===== src/core/emce_params.svh =====
// Contract
// - Write scratchpad: command, address low/high, data.
// - At scratchpad end, sixteen slots return CRC.
// - Copy needs exact three-byte authorization pattern.
// - Master keeps line released during program time.
// - Master verifies copy or repeats write-copy.
// - Reset pulse may end read memory anytime.
// - Idle line high; long lows reset devices.
// - Order: reset, network command, memory command, data; the device model and bench skip the network command.
// - Reset pulse from master, presence from device.
// - Open-drain drivers only on shared line.
`ifndef EMCE_PARAMS_SVH
`define EMCE_PARAMS_SVH
`define EMCE_CLK_NS 20
`define EMCE_CYC(ns) (((ns) + `EMCE_CLK_NS - 1) / `EMCE_CLK_NS)
`define EMCE_CYC_DN(ns) ((ns) / `EMCE_CLK_NS)
`define EMCE_T_RSTL_STD_NS 480000
`define EMCE_T_RSTH_STD_NS 480000
`define EMCE_T_MSP_STD_NS 70000
`define EMCE_T_SLOT_STD_NS 70000
`define EMCE_T_W0L_STD_NS 60000
`define EMCE_T_W1L_STD_NS 6000
`define EMCE_T_SMP_STD_NS 15000
`define EMCE_T_RSTL_OD_NS 70000
`define EMCE_T_RSTH_OD_NS 48000
`define EMCE_T_MSP_OD_NS 8500
`define EMCE_T_SLOT_OD_NS 10000
`define EMCE_T_W0L_OD_NS 7500
`define EMCE_T_W1L_OD_NS 1000
`define EMCE_T_SMP_OD_NS 2000
`define EMCE_T_IDLE_LOW_STD_NS 120000
`define EMCE_T_IDLE_LOW_OD_NS 16000
`define EMCE_T_PROG_WAIT_NS 5000000
`define EMCE_REG_CTRL 8'h00
`define EMCE_REG_TXD 8'h04
`define EMCE_REG_RXD 8'h08
`define EMCE_REG_STAT 8'h0C
`define EMCE_REG_CRC 8'h10
`define EMCE_CTRL_OP_LSB 0
`define EMCE_CTRL_OD_BIT 3
`define EMCE_STAT_BUSY_BIT 0
`define EMCE_STAT_PRES_BIT 1
`define EMCE_STAT_OD_BIT 2
`define EMCE_STAT_REFUSED_BIT 3
`define EMCE_STAT_FAULT_BIT 4
`define EMCE_STAT_CRCOK_BIT 5
`define EMCE_CRC_INIT 16'h0000
`define EMCE_CRC_POLY 16'hA001
`define EMCE_CRC_RESIDUE 16'hB001
`define EMCE_RESP_OKAY 2'h0
`define EMCE_RESP_SLVERR 2'h2
`endif


===== src/core/emce_pkg.sv =====
package emce_pkg;
  typedef enum logic [1:0] {EMCE_SLOT_RESET, EMCE_SLOT_W0, EMCE_SLOT_W1} emce_slot_e;
  typedef enum logic [2:0] {
    EMCE_OP_NONE, EMCE_OP_RESET, EMCE_OP_WRITE, EMCE_OP_READ, EMCE_OP_WAIT
  } emce_op_e;
  typedef struct packed {logic valid; emce_slot_e kind; logic od;} emce_wire_cmd_s;
  typedef struct packed {logic done; logic bit_val;} emce_wire_rsp_s;
  typedef struct packed {logic [15:0] low; logic [15:0] smp; logic [15:0] tot;} emce_tim_s;
  typedef struct packed {
    logic awvalid; logic [7:0] awaddr; logic wvalid; logic [31:0] wdata; logic [3:0] wstrb;
    logic bready; logic arvalid; logic [7:0] araddr; logic rready;
  } emce_axi_req_s;
  typedef struct packed {
    logic awready; logic wready; logic bvalid; logic [1:0] bresp;
    logic arready; logic rvalid; logic [31:0] rdata; logic [1:0] rresp;
  } emce_axi_rsp_s;
endpackage


===== src/core/emce_wire.sv =====
`timescale 1ns/1ns
`default_nettype none
`include "emce_params.svh"

module emce_wire #(
  parameter int unsigned RSTL_STD_CYC = `EMCE_CYC(`EMCE_T_RSTL_STD_NS),
  parameter int unsigned RSTH_STD_CYC = `EMCE_CYC(`EMCE_T_RSTH_STD_NS)
) (
  input wire logic clk_sys_in,
  input wire logic ce_in,
  input wire logic reset_in,
  input wire emce_pkg::emce_wire_cmd_s cmd_in,
  input wire logic line_in,
  output var emce_pkg::emce_wire_rsp_s rsp_out,
  output var logic line_oe_out
);
  import emce_pkg::*;

  typedef struct packed {
    logic busy;
    emce_slot_e kind;
    logic od;
    logic [15:0] cnt;
    logic sync1;
    logic sync2;
    logic oe;
    emce_wire_rsp_s rsp;
  } emce_wstate_s;

  emce_wstate_s q, d;
  emce_tim_s tim;

  function automatic emce_tim_s slot_tim(input emce_slot_e k, input logic od);
    emce_tim_s t;
    t = '0;
    unique case (k)
      EMCE_SLOT_RESET: begin
        t.low = od ? 16'(`EMCE_CYC(`EMCE_T_RSTL_OD_NS)) : 16'(RSTL_STD_CYC);
        t.smp = t.low + (od ? 16'(`EMCE_CYC(`EMCE_T_MSP_OD_NS)) : 16'(`EMCE_CYC(`EMCE_T_MSP_STD_NS)));
        t.tot = t.low + (od ? 16'(`EMCE_CYC(`EMCE_T_RSTH_OD_NS)) : 16'(RSTH_STD_CYC));
      end
      EMCE_SLOT_W0: t.low = od ? 16'(`EMCE_CYC(`EMCE_T_W0L_OD_NS)) : 16'(`EMCE_CYC(`EMCE_T_W0L_STD_NS));
      default: t.low = od ? 16'(`EMCE_CYC(`EMCE_T_W1L_OD_NS)) : 16'(`EMCE_CYC(`EMCE_T_W1L_STD_NS));
    endcase
    if (k != EMCE_SLOT_RESET) begin
      t.smp = od ? 16'(`EMCE_CYC(`EMCE_T_SMP_OD_NS)) : 16'(`EMCE_CYC(`EMCE_T_SMP_STD_NS));
      t.tot = od ? 16'(`EMCE_CYC(`EMCE_T_SLOT_OD_NS)) : 16'(`EMCE_CYC(`EMCE_T_SLOT_STD_NS));
    end
    return t;
  endfunction

  // The sampled level lags the pin by the two synchroniser stages; the sample points leave margin.
  always_comb begin
    tim = slot_tim(q.kind, q.od);
    d = q;
    d.sync1 = line_in;
    d.sync2 = q.sync1;
    d.rsp.done = 1'b0;
    if (q.busy) begin
      d.cnt = q.cnt + 16'h0001;
      d.oe = d.cnt < tim.low;
      if (q.cnt == tim.smp) begin
        d.rsp.bit_val = q.sync2;
      end
      if (q.cnt == tim.tot - 16'h0001) begin
        d.busy = 1'b0;
        d.oe = 1'b0;
        d.rsp.done = 1'b1;
      end
    end else if (cmd_in.valid) begin
      d.busy = 1'b1;
      d.kind = cmd_in.kind;
      d.od = cmd_in.od;
      d.cnt = 16'h0000;
      d.oe = 1'b1;
    end
  end

  always_ff @(posedge clk_sys_in) begin
    if (reset_in) begin
      q <= '0;
    end else if (ce_in) begin
      q <= d;
    end
  end

  assign rsp_out = q.rsp;
  assign line_oe_out = q.oe;
endmodule // emce_wire
`default_nettype wire


===== src/core/emce_host.sv =====
// The address map and the AXI4-Lite interface to the registers are this design's own decisions.
`timescale 1ns/1ns
`default_nettype none
`include "emce_params.svh"

module emce_host #(
  parameter int unsigned RSTL_STD_CYC = `EMCE_CYC(`EMCE_T_RSTL_STD_NS),
  parameter int unsigned RSTH_STD_CYC = `EMCE_CYC(`EMCE_T_RSTH_STD_NS),
  parameter int unsigned IDLE_LOW_STD_CYC = `EMCE_CYC_DN(`EMCE_T_IDLE_LOW_STD_NS),
  parameter int unsigned PROG_WAIT_CYC = `EMCE_CYC(`EMCE_T_PROG_WAIT_NS)
) (
  input wire logic clk_sys_in,
  input wire logic ce_in,
  input wire logic reset_in,
  input wire emce_pkg::emce_axi_req_s axi_req_in,
  output var emce_pkg::emce_axi_rsp_s axi_rsp_out,
  input wire logic line_in,
  output var logic line_low_out,
  output var logic line_oe_out
);
  import emce_pkg::*;

  localparam int unsigned RSTL_OD_CYC = `EMCE_CYC(`EMCE_T_RSTL_OD_NS);
  localparam int unsigned IDLE_LOW_OD_CYC = `EMCE_CYC_DN(`EMCE_T_IDLE_LOW_OD_NS);

  typedef enum logic [1:0] {EMCE_H_IDLE, EMCE_H_RESET, EMCE_H_BITS, EMCE_H_WAIT} emce_hst_e;

  typedef struct packed {
    emce_axi_rsp_s axi;
    logic aw_got;
    logic w_got;
    logic [7:0] awaddr;
    logic [31:0] wdata;
    logic [3:0] wstrb;
    emce_hst_e st;
    logic rd;
    logic [2:0] bitn;
    logic [7:0] shreg;
    logic [7:0] txd;
    logic [7:0] rxd;
    logic [15:0] crc;
    logic [19:0] wcnt;
    logic od;
    logic pres;
    logic refused;
    logic fault;
    emce_wire_cmd_s wcmd;
    logic low_lvl;
  } emce_hstate_s;

  emce_hstate_s q, d;
  emce_wire_rsp_s wrsp;

  function automatic logic [15:0] crc_step(input logic [15:0] c, input logic b);
    return (c >> 1) ^ ((c[0] ^ b) ? `EMCE_CRC_POLY : 16'h0000);
  endfunction

  function automatic logic reg_hit(input logic [7:0] a);
    return a == `EMCE_REG_CTRL || a == `EMCE_REG_TXD || a == `EMCE_REG_RXD ||
           a == `EMCE_REG_STAT || a == `EMCE_REG_CRC;
  endfunction

  // A read slot is a write-one slot whose level is kept; both start the same way.
  function automatic emce_slot_e slot_of(input logic rd, input logic b);
    return (rd || b) ? EMCE_SLOT_W1 : EMCE_SLOT_W0;
  endfunction

  emce_wire #(
    .RSTL_STD_CYC(RSTL_STD_CYC),
    .RSTH_STD_CYC(RSTH_STD_CYC)
  ) u_wire (
    .clk_sys_in(clk_sys_in),
    .ce_in(ce_in),
    .reset_in(reset_in),
    .cmd_in(q.wcmd),
    .line_in(line_in),
    .rsp_out(wrsp),
    .line_oe_out(line_oe_out)
  );

  always_comb begin
    emce_op_e op;
    logic smp;
    op = EMCE_OP_NONE;
    smp = 1'b0;
    d = q;
    d.wcmd.valid = 1'b0;

    // Register writes; the response follows once both address and data are held.
    if (axi_req_in.awvalid && q.axi.awready) begin
      d.aw_got = 1'b1;
      d.awaddr = axi_req_in.awaddr;
    end
    if (axi_req_in.wvalid && q.axi.wready) begin
      d.w_got = 1'b1;
      d.wdata = axi_req_in.wdata;
      d.wstrb = axi_req_in.wstrb;
    end
    if (q.axi.bvalid && axi_req_in.bready) begin
      d.axi.bvalid = 1'b0;
    end
    if (q.aw_got && q.w_got && !q.axi.bvalid) begin
      d.aw_got = 1'b0;
      d.w_got = 1'b0;
      d.axi.bvalid = 1'b1;
      d.axi.bresp = reg_hit(q.awaddr) ? `EMCE_RESP_OKAY : `EMCE_RESP_SLVERR;
      if (q.wstrb[0]) begin
        if (q.awaddr == `EMCE_REG_TXD) begin
          d.txd = q.wdata[7:0];
        end
        if (q.awaddr == `EMCE_REG_CRC) begin
          d.crc = `EMCE_CRC_INIT;
        end
        if (q.awaddr == `EMCE_REG_STAT) begin
          if (q.wdata[`EMCE_STAT_REFUSED_BIT]) begin
            d.refused = 1'b0;
          end
          if (q.wdata[`EMCE_STAT_FAULT_BIT]) begin
            d.fault = 1'b0;
          end
        end
        if (q.awaddr == `EMCE_REG_CTRL) begin
          d.od = q.wdata[`EMCE_CTRL_OD_BIT];
          op = emce_op_e'(q.wdata[`EMCE_CTRL_OP_LSB +: 3]);
        end
      end
    end

    // Commands are taken only between bytes, so a reset can cut a stream after any byte.
    if (op != EMCE_OP_NONE && q.st != EMCE_H_IDLE) begin
      d.refused = 1'b1;
    end else begin
      unique case (op)
        EMCE_OP_NONE: begin
        end
        EMCE_OP_RESET: begin
          d.st = EMCE_H_RESET;
          d.pres = 1'b0;
          d.wcmd.valid = 1'b1;
          d.wcmd.kind = EMCE_SLOT_RESET;
        end
        EMCE_OP_WRITE, EMCE_OP_READ: begin
          if (!q.pres) begin
            d.refused = 1'b1;
          end else begin
            d.st = EMCE_H_BITS;
            d.rd = op == EMCE_OP_READ;
            d.bitn = 3'h0;
            d.shreg = q.txd;
            d.wcmd.valid = 1'b1;
            d.wcmd.kind = slot_of(op == EMCE_OP_READ, q.txd[0]);
          end
        end
        EMCE_OP_WAIT: begin
          d.st = EMCE_H_WAIT;
          d.wcnt = 20'h00000;
        end
        default: d.refused = 1'b1;
      endcase
    end

    // Register reads have no side effects.
    if (q.axi.rvalid && axi_req_in.rready) begin
      d.axi.rvalid = 1'b0;
    end
    if (axi_req_in.arvalid && q.axi.arready) begin
      d.axi.rvalid = 1'b1;
      d.axi.rresp = reg_hit(axi_req_in.araddr) ? `EMCE_RESP_OKAY : `EMCE_RESP_SLVERR;
      d.axi.rdata = 32'h00000000;
      unique case (axi_req_in.araddr)
        `EMCE_REG_CTRL: d.axi.rdata[`EMCE_CTRL_OD_BIT] = q.od;
        `EMCE_REG_TXD: d.axi.rdata[7:0] = q.txd;
        `EMCE_REG_RXD: d.axi.rdata[7:0] = q.rxd;
        `EMCE_REG_STAT: begin
          d.axi.rdata[`EMCE_STAT_BUSY_BIT] = q.st != EMCE_H_IDLE;
          d.axi.rdata[`EMCE_STAT_PRES_BIT] = q.pres;
          d.axi.rdata[`EMCE_STAT_OD_BIT] = q.od;
          d.axi.rdata[`EMCE_STAT_REFUSED_BIT] = q.refused;
          d.axi.rdata[`EMCE_STAT_FAULT_BIT] = q.fault;
          d.axi.rdata[`EMCE_STAT_CRCOK_BIT] = q.crc == `EMCE_CRC_RESIDUE;
        end
        `EMCE_REG_CRC: d.axi.rdata[15:0] = q.crc;
        default: d.axi.rdata = 32'h00000000;
      endcase
    end

    // Byte engine; its sticky sets come after the clears above so that a set wins.
    unique case (q.st)
      EMCE_H_IDLE: begin
      end
      EMCE_H_RESET: begin
        if (wrsp.done) begin
          d.pres = !wrsp.bit_val;
          d.st = EMCE_H_IDLE;
        end
      end
      EMCE_H_BITS: begin
        if (wrsp.done) begin
          smp = q.rd ? wrsp.bit_val : q.shreg[0];
          // A released one-slot that reads low means another party drove the line.
          if (!q.rd && q.shreg[0] && !wrsp.bit_val) begin
            d.fault = 1'b1;
          end
          d.crc = crc_step(q.crc, smp);
          d.shreg = {smp, q.shreg[7:1]};
          if (q.bitn == 3'h7) begin
            d.st = EMCE_H_IDLE;
            if (q.rd) begin
              d.rxd = {smp, q.shreg[7:1]};
            end
          end else begin
            d.bitn = q.bitn + 3'h1;
            d.wcmd.valid = 1'b1;
            d.wcmd.kind = slot_of(q.rd, q.shreg[1]);
          end
        end
      end
      EMCE_H_WAIT: begin
        // The line stays released so the device keeps its supply while it programs.
        if (q.wcnt == 20'(PROG_WAIT_CYC) - 20'h00001) begin
          d.st = EMCE_H_IDLE;
        end else begin
          d.wcnt = q.wcnt + 20'h00001;
        end
      end
    endcase

    d.wcmd.od = d.od;
    d.low_lvl = 1'b0;
    d.axi.awready = !d.aw_got && !d.axi.bvalid;
    d.axi.wready = !d.w_got && !d.axi.bvalid;
    d.axi.arready = !d.axi.rvalid;
  end

  always_ff @(posedge clk_sys_in) begin
    if (reset_in) begin
      q <= '0;
    end else if (ce_in) begin
      q <= d;
    end
  end

  assign axi_rsp_out = q.axi;
  assign line_low_out = q.low_lvl;

  // Helper for the checks below: length of the current low drive.
  logic [15:0] low_cnt_q;
  always_ff @(posedge clk_sys_in) begin
    if (reset_in || !line_oe_out) begin
      low_cnt_q <= 16'h0000;
    end else if (ce_in && low_cnt_q != 16'hFFFF) begin
      low_cnt_q <= low_cnt_q + 16'h0001;
    end
  end

  a_idle_released: assert property (@(posedge clk_sys_in) disable iff (reset_in)
    (q.st == EMCE_H_IDLE || q.st == EMCE_H_WAIT) |-> !line_oe_out)
    else $error("line driven while the engine is idle");

  a_wait_span: assert property (@(posedge clk_sys_in) disable iff (reset_in)
    $rose(q.st == EMCE_H_WAIT) |-> (q.st == EMCE_H_WAIT && !line_oe_out)[*8])
    else $error("program wait ended early or drove the line");

  a_reset_low_len: assert property (@(posedge clk_sys_in) disable iff (reset_in)
    ($fell(line_oe_out) && q.st == EMCE_H_RESET) |->
      low_cnt_q == (q.od ? 16'(RSTL_OD_CYC) : 16'(RSTL_STD_CYC)))
    else $error("reset pulse length wrong");

  a_slot_low_max: assert property (@(posedge clk_sys_in) disable iff (reset_in)
    (q.st == EMCE_H_BITS) |->
      low_cnt_q <= (q.od ? 16'(IDLE_LOW_OD_CYC) : 16'(IDLE_LOW_STD_CYC)))
    else $error("slot held the line low too long");

  a_bytes_need_pres: assert property (@(posedge clk_sys_in) disable iff (reset_in)
    $rose(q.st == EMCE_H_BITS) |-> q.pres && q.wcmd.valid)
    else $error("byte transfer started without presence");

  a_presence_flag: assert property (@(posedge clk_sys_in) disable iff (reset_in)
    (q.st == EMCE_H_RESET && wrsp.done) |=> (q.st == EMCE_H_IDLE && q.pres == !$past(wrsp.bit_val)))
    else $error("presence flag does not follow the sampled level");

  a_byte_eight: assert property (@(posedge clk_sys_in) disable iff (reset_in)
    (q.st == EMCE_H_BITS && wrsp.done && ce_in) |=>
      ((q.st == EMCE_H_IDLE) == ($past(q.bitn) == 3'h7)))
    else $error("byte not made of eight slots");

  a_open_drain: assert property (@(posedge clk_sys_in) disable iff (reset_in)
    line_oe_out |-> !line_low_out)
    else $error("line driven high");

  a_bvalid_hold: assert property (@(posedge clk_sys_in) disable iff (reset_in)
    (q.axi.bvalid && !axi_req_in.bready && ce_in) |=> q.axi.bvalid)
    else $error("write response dropped before acceptance");

  a_rvalid_hold: assert property (@(posedge clk_sys_in) disable iff (reset_in)
    (q.axi.rvalid && !axi_req_in.rready && ce_in) |=> (q.axi.rvalid && $stable(q.axi.rdata)))
    else $error("read data dropped or changed before acceptance");

  // A command that lands while the engine works is refused, but its overdrive bit still sets the speed of the remaining slots.
  a_busy_refused: assert property (@(posedge clk_sys_in) disable iff (reset_in)
    (q.st != EMCE_H_IDLE && q.aw_got && q.w_got && !q.axi.bvalid && ce_in &&
      q.awaddr == `EMCE_REG_CTRL && q.wstrb[0] && q.wdata[2:0] != 3'h0) |=> q.refused)
    else $error("command taken while busy");

  // Read slots only start the slot; a longer low would hide the device's answer.
  a_read_slot_short: assert property (@(posedge clk_sys_in) disable iff (reset_in)
    (q.st == EMCE_H_BITS && q.rd) |->
      low_cnt_q <= (q.od ? 16'(`EMCE_CYC(`EMCE_T_W1L_OD_NS)) :
        16'(`EMCE_CYC(`EMCE_T_W1L_STD_NS))))
    else $error("read slot held the line low too long");

  c_presence: cover property (@(posedge clk_sys_in) disable iff (reset_in)
    q.st == EMCE_H_RESET && wrsp.done && !wrsp.bit_val);
  c_write_byte: cover property (@(posedge clk_sys_in) disable iff (reset_in)
    q.st == EMCE_H_BITS && !q.rd && q.bitn == 3'h7 && wrsp.done);
  c_read_byte: cover property (@(posedge clk_sys_in) disable iff (reset_in)
    q.st == EMCE_H_BITS && q.rd && q.bitn == 3'h7 && wrsp.done);
  c_prog_wait: cover property (@(posedge clk_sys_in) disable iff (reset_in)
    $fell(q.st == EMCE_H_WAIT));
endmodule // emce_host
`default_nettype wire


===== config.mk =====
export PLATFORM = sky130hd
export DESIGN_NAME = emce_host
export DESIGN_NICKNAME = d
export VERILOG_FILES = /design/src/core/emce_pkg.sv /design/src/core/emce_wire.sv /design/src/core/emce_host.sv
export VERILOG_INCLUDE_DIRS = /design/src /design/src/core
export SDC_FILE = /design/constraint.sdc
export NUM_CORES = 1
export LEC_CHECK = 0
export BUFFER_PORTS_ARGS = -buffer_cell sky130_fd_sc_hd__clkbuf_2
export CORE_MARGIN = 5
export CORE_UTILIZATION = 58
export CTS_CLUSTER_SIZE = 12
export DETAILED_ROUTE_END_ITERATION = 8
export PLACE_DENSITY = 0.8
export SLEW_MARGIN = 15
export SYNTH_ARGS = -nofsm -noshare
export SYNTH_HDL_FRONTEND = slang
export SYNTH_SLANG_ARGS = --single-unit

===== constraint.sdc =====
create_clock -name clk_sys_in -period 3.8 [get_ports clk_sys_in]
set_input_delay 1.14 -clock clk_sys_in [delete_from_list [all_inputs] [get_ports clk_sys_in]]
set_output_delay 1.14 -clock clk_sys_in [all_outputs]
set_load 0.005 [all_outputs]

==> out/metrics.cfg, run 1 <==
[cells_and_area]
syn_to_final_growth_pct = 9.33
final_cell_area_sq_mm = 0.00821
diodes = 0
nFillCells = 1069
regArea_sq_mm = 0.00280
multi_input_area_sq_mm = 0.00416
drive_above_1_share_pct = 12.9
nets = 1006
fin_cells = 1105

[logic_synthesis]
syn_area_sq_mm = 0.00751
synth_edf_count = 0
synth.distinct_cells = 73
yosysMostFrequentCell = dfxtp_1
yosysWarnings = 0
synth_top_cell_by_area = dfxtp_1
avgSynthCellArea_sq_um = 8.21
dominantRegCellSynth = dfxtp_1
synth_common_cells = 140 x dfxtp_1, 101 x nor2_1, 94 x nand2_1, 61 x a21oi_1, 45 x buf_4
ys_seq_area_share_pct = 37.3
synth_top_area_share_pct = 37.3
synth_seq_cells = 140
synth-async-reset-ratio_pct = 0
synth.area.top_cells = dfxtp_1 37%, nor2_1 5.1%, nand2_1 4.7%, buf_4 4.5%, a21oi_1 4.1%
netlist_instances = 914

[drt]
ant_nets = 0
num_vias = 6647
firstDrtPassIters = 6
drtIter0Drc = 600
drc = 0
via_per_inst = 6.02
wl_per_cell_um = 15.8
wl_um = 17500

[power_and_ir_drop]
p_leak_nw = 3.31
p_per_area_mw_per_mm2 = 401
ir_worst_vdd_mv = 0.332

[global_routing]
antenna_found_initial = 0
track_usage_pct = 23.0
gr-total-overflow = 0
grt_pass1_vias = 5889
grt_pass1_wl_um = 28300
grt_max_degree = 66

[timing]
drv_slew = 0
rsz0062_at_grt = no
final-hold-violation-count = 0
period_minus_slack_ns = 3.13
fmax_mhz = 319
finalSetupViolCount = 0
fin_tns_setup_ns = 0
finalCritPeriodShare_pct = 82.5
layout_setup_ws_ns = 0.665
clock_skew_ns = 0.00901
slew_headroom_pct = 51.5
tightestPinTransition_ns = 0.726

[clock_network]
clockBufferDepth = 2
htree_levels = 4
post-cts-setup-buffers = 0
post_cts_resized = 0
cts_buffers = 17
path_clk_slew_ns = 0.06
cts_tree = built
holdBufCountCts = 0
cts_root_buffer = clkbuf_16
clock_latency_ns = 0.43
cts_num_sinks = 140

[job]
drv_cap = 0

[floorplan]
num_rows = 41
ios = 104
core_area_sq_mm = 0.0127
fp.dieW_um = 124
dieArea_sq_mm = 0.0153
start_util_pct = 59.2
die_h_um = 124

[outcome]
status = complete, no violations

[critical_path]
crit_type = reg -> reg
endpoint_kind = flop
crit_required_ns = 4.16
critPathLaunchType = flop
worstReg2RegStart = u_wire.q[5]
worstSetupStartpoint = u_wire.q[5]
path_max_fanout = 8
cp.arrival_ns = 3.49

[placed_design]
placed_cells = 1075
io_buffers = 57
place_hpwl_um = 12000
dpl_cell_area_sq_mm = 0.00761
preCtsSetupSlack_ns = 0.720
routabilityCongestion = 0.891

[hold_path]
hold_class = reg -> reg
hp-start = axi_rsp_out[15]

## metal layers
layer / wire (um) / up-vias / GRT usage [%] / share of wire [%]
li1: - / 3253 / - / -
met1: 7920 / 3105 / 31.9 / 45
met2: 7810 / 253 / 33.9 / 45
met3: 1410 / 36 / 6.86 / 8.1
met4: 312 / 0 / 8.44 / 1.8
met5: 0 / - / 0 / 0
## layout make-up
cell class,instances,share of cell area [%]
flip-flops and latches,140,34.1
clock inverters,5,0.991
well taps,172,2.62
clock buffers,25,6.28
multi-input cells,681,50.7
inverters,12,0.549
repair buffers,70,4.70
## cells by family (layout without fill, tap and decap cells)
family          Yosys count  in the layout  share of synthesized area, %
fa+ha+maj                24             24                          3.97
flops                   140            140                          37.3
buf+inv                 111            112                          8.18
simple gates            385            385                          26.3
mux                      27             27                          3.80
other cells               1             19                        0.0500
xor+xnor                 27             27                          3.15
compound gates          199            199                          17.3
## power by group
| group | leakage (nW) | internal (W) | switching (W) |
|---|---|---|---|
| Combinational | 1.89 | 0.0000470 | 0.0000868 |
| Sequential | 1.13 | 0.00148 | 0.0000130 |
| Clock | 0.291 | 0.00106 | 0.000602 |
| Total | 3.31 | 0.00259 | 0.000702 |
## stage by stage
| step | total power [W] | hold WS (ns) | utilization, % |
|---|---|---|---|
| finish | 0.00329 | 0.455 | 64.8 |
| global route | 0.00340 | 0.462 | 64.8 |
| CTS | 0.00331 | 0.456 | 64.8 |
| detailed placement | 0.00166 | 0.445 | 60.1 |
| global placement | 0.00166 | 0.440 | 60.1 |
| floorplan | 0.00163 | 0.426 | - |
## final timing paths
path                   endpoint  slack (ns)  depth (start not counted)
max          u_wire.line_oe_out        0.67                         12
min             axi_rsp_out[15]        0.46                          2
min reg2reg     axi_rsp_out[15]        0.46                          2
max reg2reg  u_wire.line_oe_out        0.67                         12
## state kept, by name, summed over array words and instances (netlist names)
signal and cells:
u_wire.q 21, u_wire.line_oe_out 1, u_wire.rsp_out 2, axi_rsp_out 23, q 92, u_wire.d 1
## worst max-delay path, stage by stage (launching register included)
cell	delay, ns
dfxtp_1	0.48
ha_1	0.27
nand3_1	0.12
nor3_1	0.45
and3_1	0.28
xor2_1	0.16
ha_1	0.28
a21oi_1	0.15
nand2_1	0.07
a211o_1	0.31
a211oi_1	0.27
a31oi_1	0.12
a21oi_1	0.12
## placed cells by master, fill, tap and decap left out, drive strengths merged, types with 14 or more instances in the layout
cell type / n
clkbuf: 81
xor2: 15
a22oi: 30
nand3: 35
and3: 21
dfxtp: 140
mux2i: 24
nand2: 95
ha: 23
nand4: 15
conb: 19
buf: 14
o21ai: 32
nor4: 22
a21oi: 61
nor2: 103
nor3: 43
Note: power is estimated with default switching activity, not from simulation.
==> run 2, diff against run 1 <==
CORE_UTILIZATION = 52   (was 58)
PLACE_DENSITY = 0.76   (was 0.8)
clock period = 2.7 ns   (was 3.8 ns; I/O delays follow)
==> out/metrics.cfg, run 2 (synthesized netlist as in run 1, its figures left out) <==
[cells_and_area]
largest_register_ffs = 92
syn_to_final_growth_pct = 14.5
final_cell_area_sq_mm = 0.00860
diodes = 0
layout_commonest_cell = dfxtp_1
regMostFlops = q
final_cell_mix = 138 x dfxtp_1, 101 x nor2_1, 93 x nand2_1, 60 x a21oi_1, 56 x clkbuf_2
drive_above_1_share_pct = 17.5
nets = 1040

[power_and_ir_drop]
net-switching-power_w = 0.00109
combPwrFrac_pct = 4.1
p_sw_share_pct = 22.7
p_leak_nw = 3.51
internal_power_w = 0.00372
seqPwrFrac_pct = 43.7
p_per_area_mw_per_mm2 = 559
ir_worst_vdd_mv = 0.621
clock_power_share_pct = 52.2

[timing]
slew_headroom_pct = 56.2
drv_slew = 0
hold_slack_ns = 0.451
fmax_mhz = 395
period_minus_slack_ns = 2.53
final-hold-violation-count = 0
finalCritPeriodShare_pct = 93.7
finalSetupViolCount = 0
tightestPinTransition_ns = 0.651
clock_skew_ns = 0.00677

[drt]
firstDrtPassIters = 5
drc = 0
wl_um = 18300
num_vias = 6798
wl_per_cell_um = 15.9
via_per_inst = 5.90
ant_nets = 0
drtIter0Drc = 578

[global_routing]
grt_max_degree = 39
track_usage_pct = 21.6
grt_pass1_vias = 6116
grt_pass1_wl_um = 29900
gr-total-overflow = 0
antenna_found_initial = 0

[clock_network]
cts_buffers = 17
holdBufCountCts = 0
clockBufferDepth = 2
path_clk_slew_ns = 0.06
htree_levels = 4
cts_root_buffer = clkbuf_16
clock_latency_ns = 0.42
cts_num_sinks = 140
cts_tree = built

[critical_path]
cpPeakStageDelay_ns = 0.37
cp_common_cell = nand4_1
critPathLaunchType = flop
crit_type = reg -> reg
endpoint_kind = flop
crit_path_top_delay_cell = dfxtp_4
crit_chain = buf_4 > nand4_1 > nor3_2 > and3_4 > xor2_1 > ha_1 > nand4_1 > nor2_1 > a211o_1 > a211oi_2 > a31oi_1 > a21oi_1
cp_top_family = simple AND/OR/NAND/NOR gates
crit_buf_inv = 1
crit_required_ns = 3.05
path_max_fanout = 6
cp.arrival_ns = 2.88

[floorplan]
start_util_pct = 52.2
ios = 104
core_area_sq_mm = 0.0144
die_h_um = 130
fp.dieW_um = 130
dieArea_sq_mm = 0.0169
num_rows = 44

[placed_design]
dpl_cell_area_sq_mm = 0.00788
routabilityCongestion = 0.853
place_hpwl_um = 12700
io_buffers = 57

[job]
drv_cap = 0

[hold_path]
hold_class = reg -> reg

[outcome]
status = complete, no violations

## run 2: cell types whose count changed in the layout (fill, tap and decap cells not counted), moves of 2 or more
cell	previous run	this run
and3_4	0	2
and3_1	21	19
clkbuf_1	2	0
nor3_1	41	39
clkinv_4	1	3
clkinvlp_4	1	4
clkbuf_8	6	0
bufinv_16	2	4
buf_4	14	47
inv_6	0	4
dfxtp_1	140	138
## run 2: through the flow
stage          util (%)  instances  TNS (ns)  setup slack, ns  total power, W
2_1_floorplan         -        932         0           0.0281         0.00229
3_3_place_gp       54.9       1119         0            0.102         0.00234
3_5_place_dp       54.9       1119         0           0.0342         0.00234
4_1_cts            59.3       1151         0          0.00960         0.00484
5_1_grt            59.8       1153   -0.0210          -0.0210         0.00496
6_report           59.8       1153         0            0.170         0.00481
## run 2: area by class of cell
class	count	area (sq um)
Multi-Input combinational cell	681	4230
Inverter	12	45.0
Timing Repair Buffer	104	653
Clock inverter	15	211
Clock buffer	17	425
Sequential cell	140	2810
Fill cell	1280	5770
Tap cell	184	230
## run 2: routing by layer
layer,vias up,wire (um),GRT usage (%)
met5,-,0,0
met4,0,262,7.21
met3,22,1160,4.13
met2,211,8440,33.6
met1,3238,8430,30.1
li1,3327,-,-
## run 2: worst reg2reg max path, delay by kind of cell, from the launching register on
kind / cells / cell delay (ns)
AO/OA/AOI/OAI: 4 / 0.76
XOR/XNOR: 1 / 0.16
adder cells (fa/ha/maj): 1 / 0.27
buffers and inverters: 1 / 0.14
flip-flops: 1 / 0.37
AND/OR/NAND/NOR: 5 / 0.77
## run 2: power by group through the flow
stage,sequential (W),combinational (W),clock (W)
floorplan,0.00214,0.000151,0
global placement,0.00215,0.000194,0
detailed placement,0.00215,0.000196,0
CTS,0.00210,0.000197,0.00254
global route,0.00210,0.000222,0.00264
finish,0.00210,0.000199,0.00251
## run 2: path summary, 6_finish.rpt
| kind | slack [ns] | from | cells after the start | endpoint |
|---|---|---|---|---|
| worst min register to register | 0.45 | axi_rsp_out[16] | 2 | axi_rsp_out[16] |
| worst min-delay path | 0.45 | axi_rsp_out[16] | 2 | axi_rsp_out[16] |
| worst max register to register | 0.17 | u_wire.q[5] | 12 | u_wire.line_oe_out |
| worst max-delay path | 0.17 | u_wire.q[5] | 12 | u_wire.line_oe_out |
## run 2: repair_timing
item                                    in CTS  in global routing
resized for setup                            0                 14
endpoints found under the setup margin       0                  1
setup buffers                                0                  2
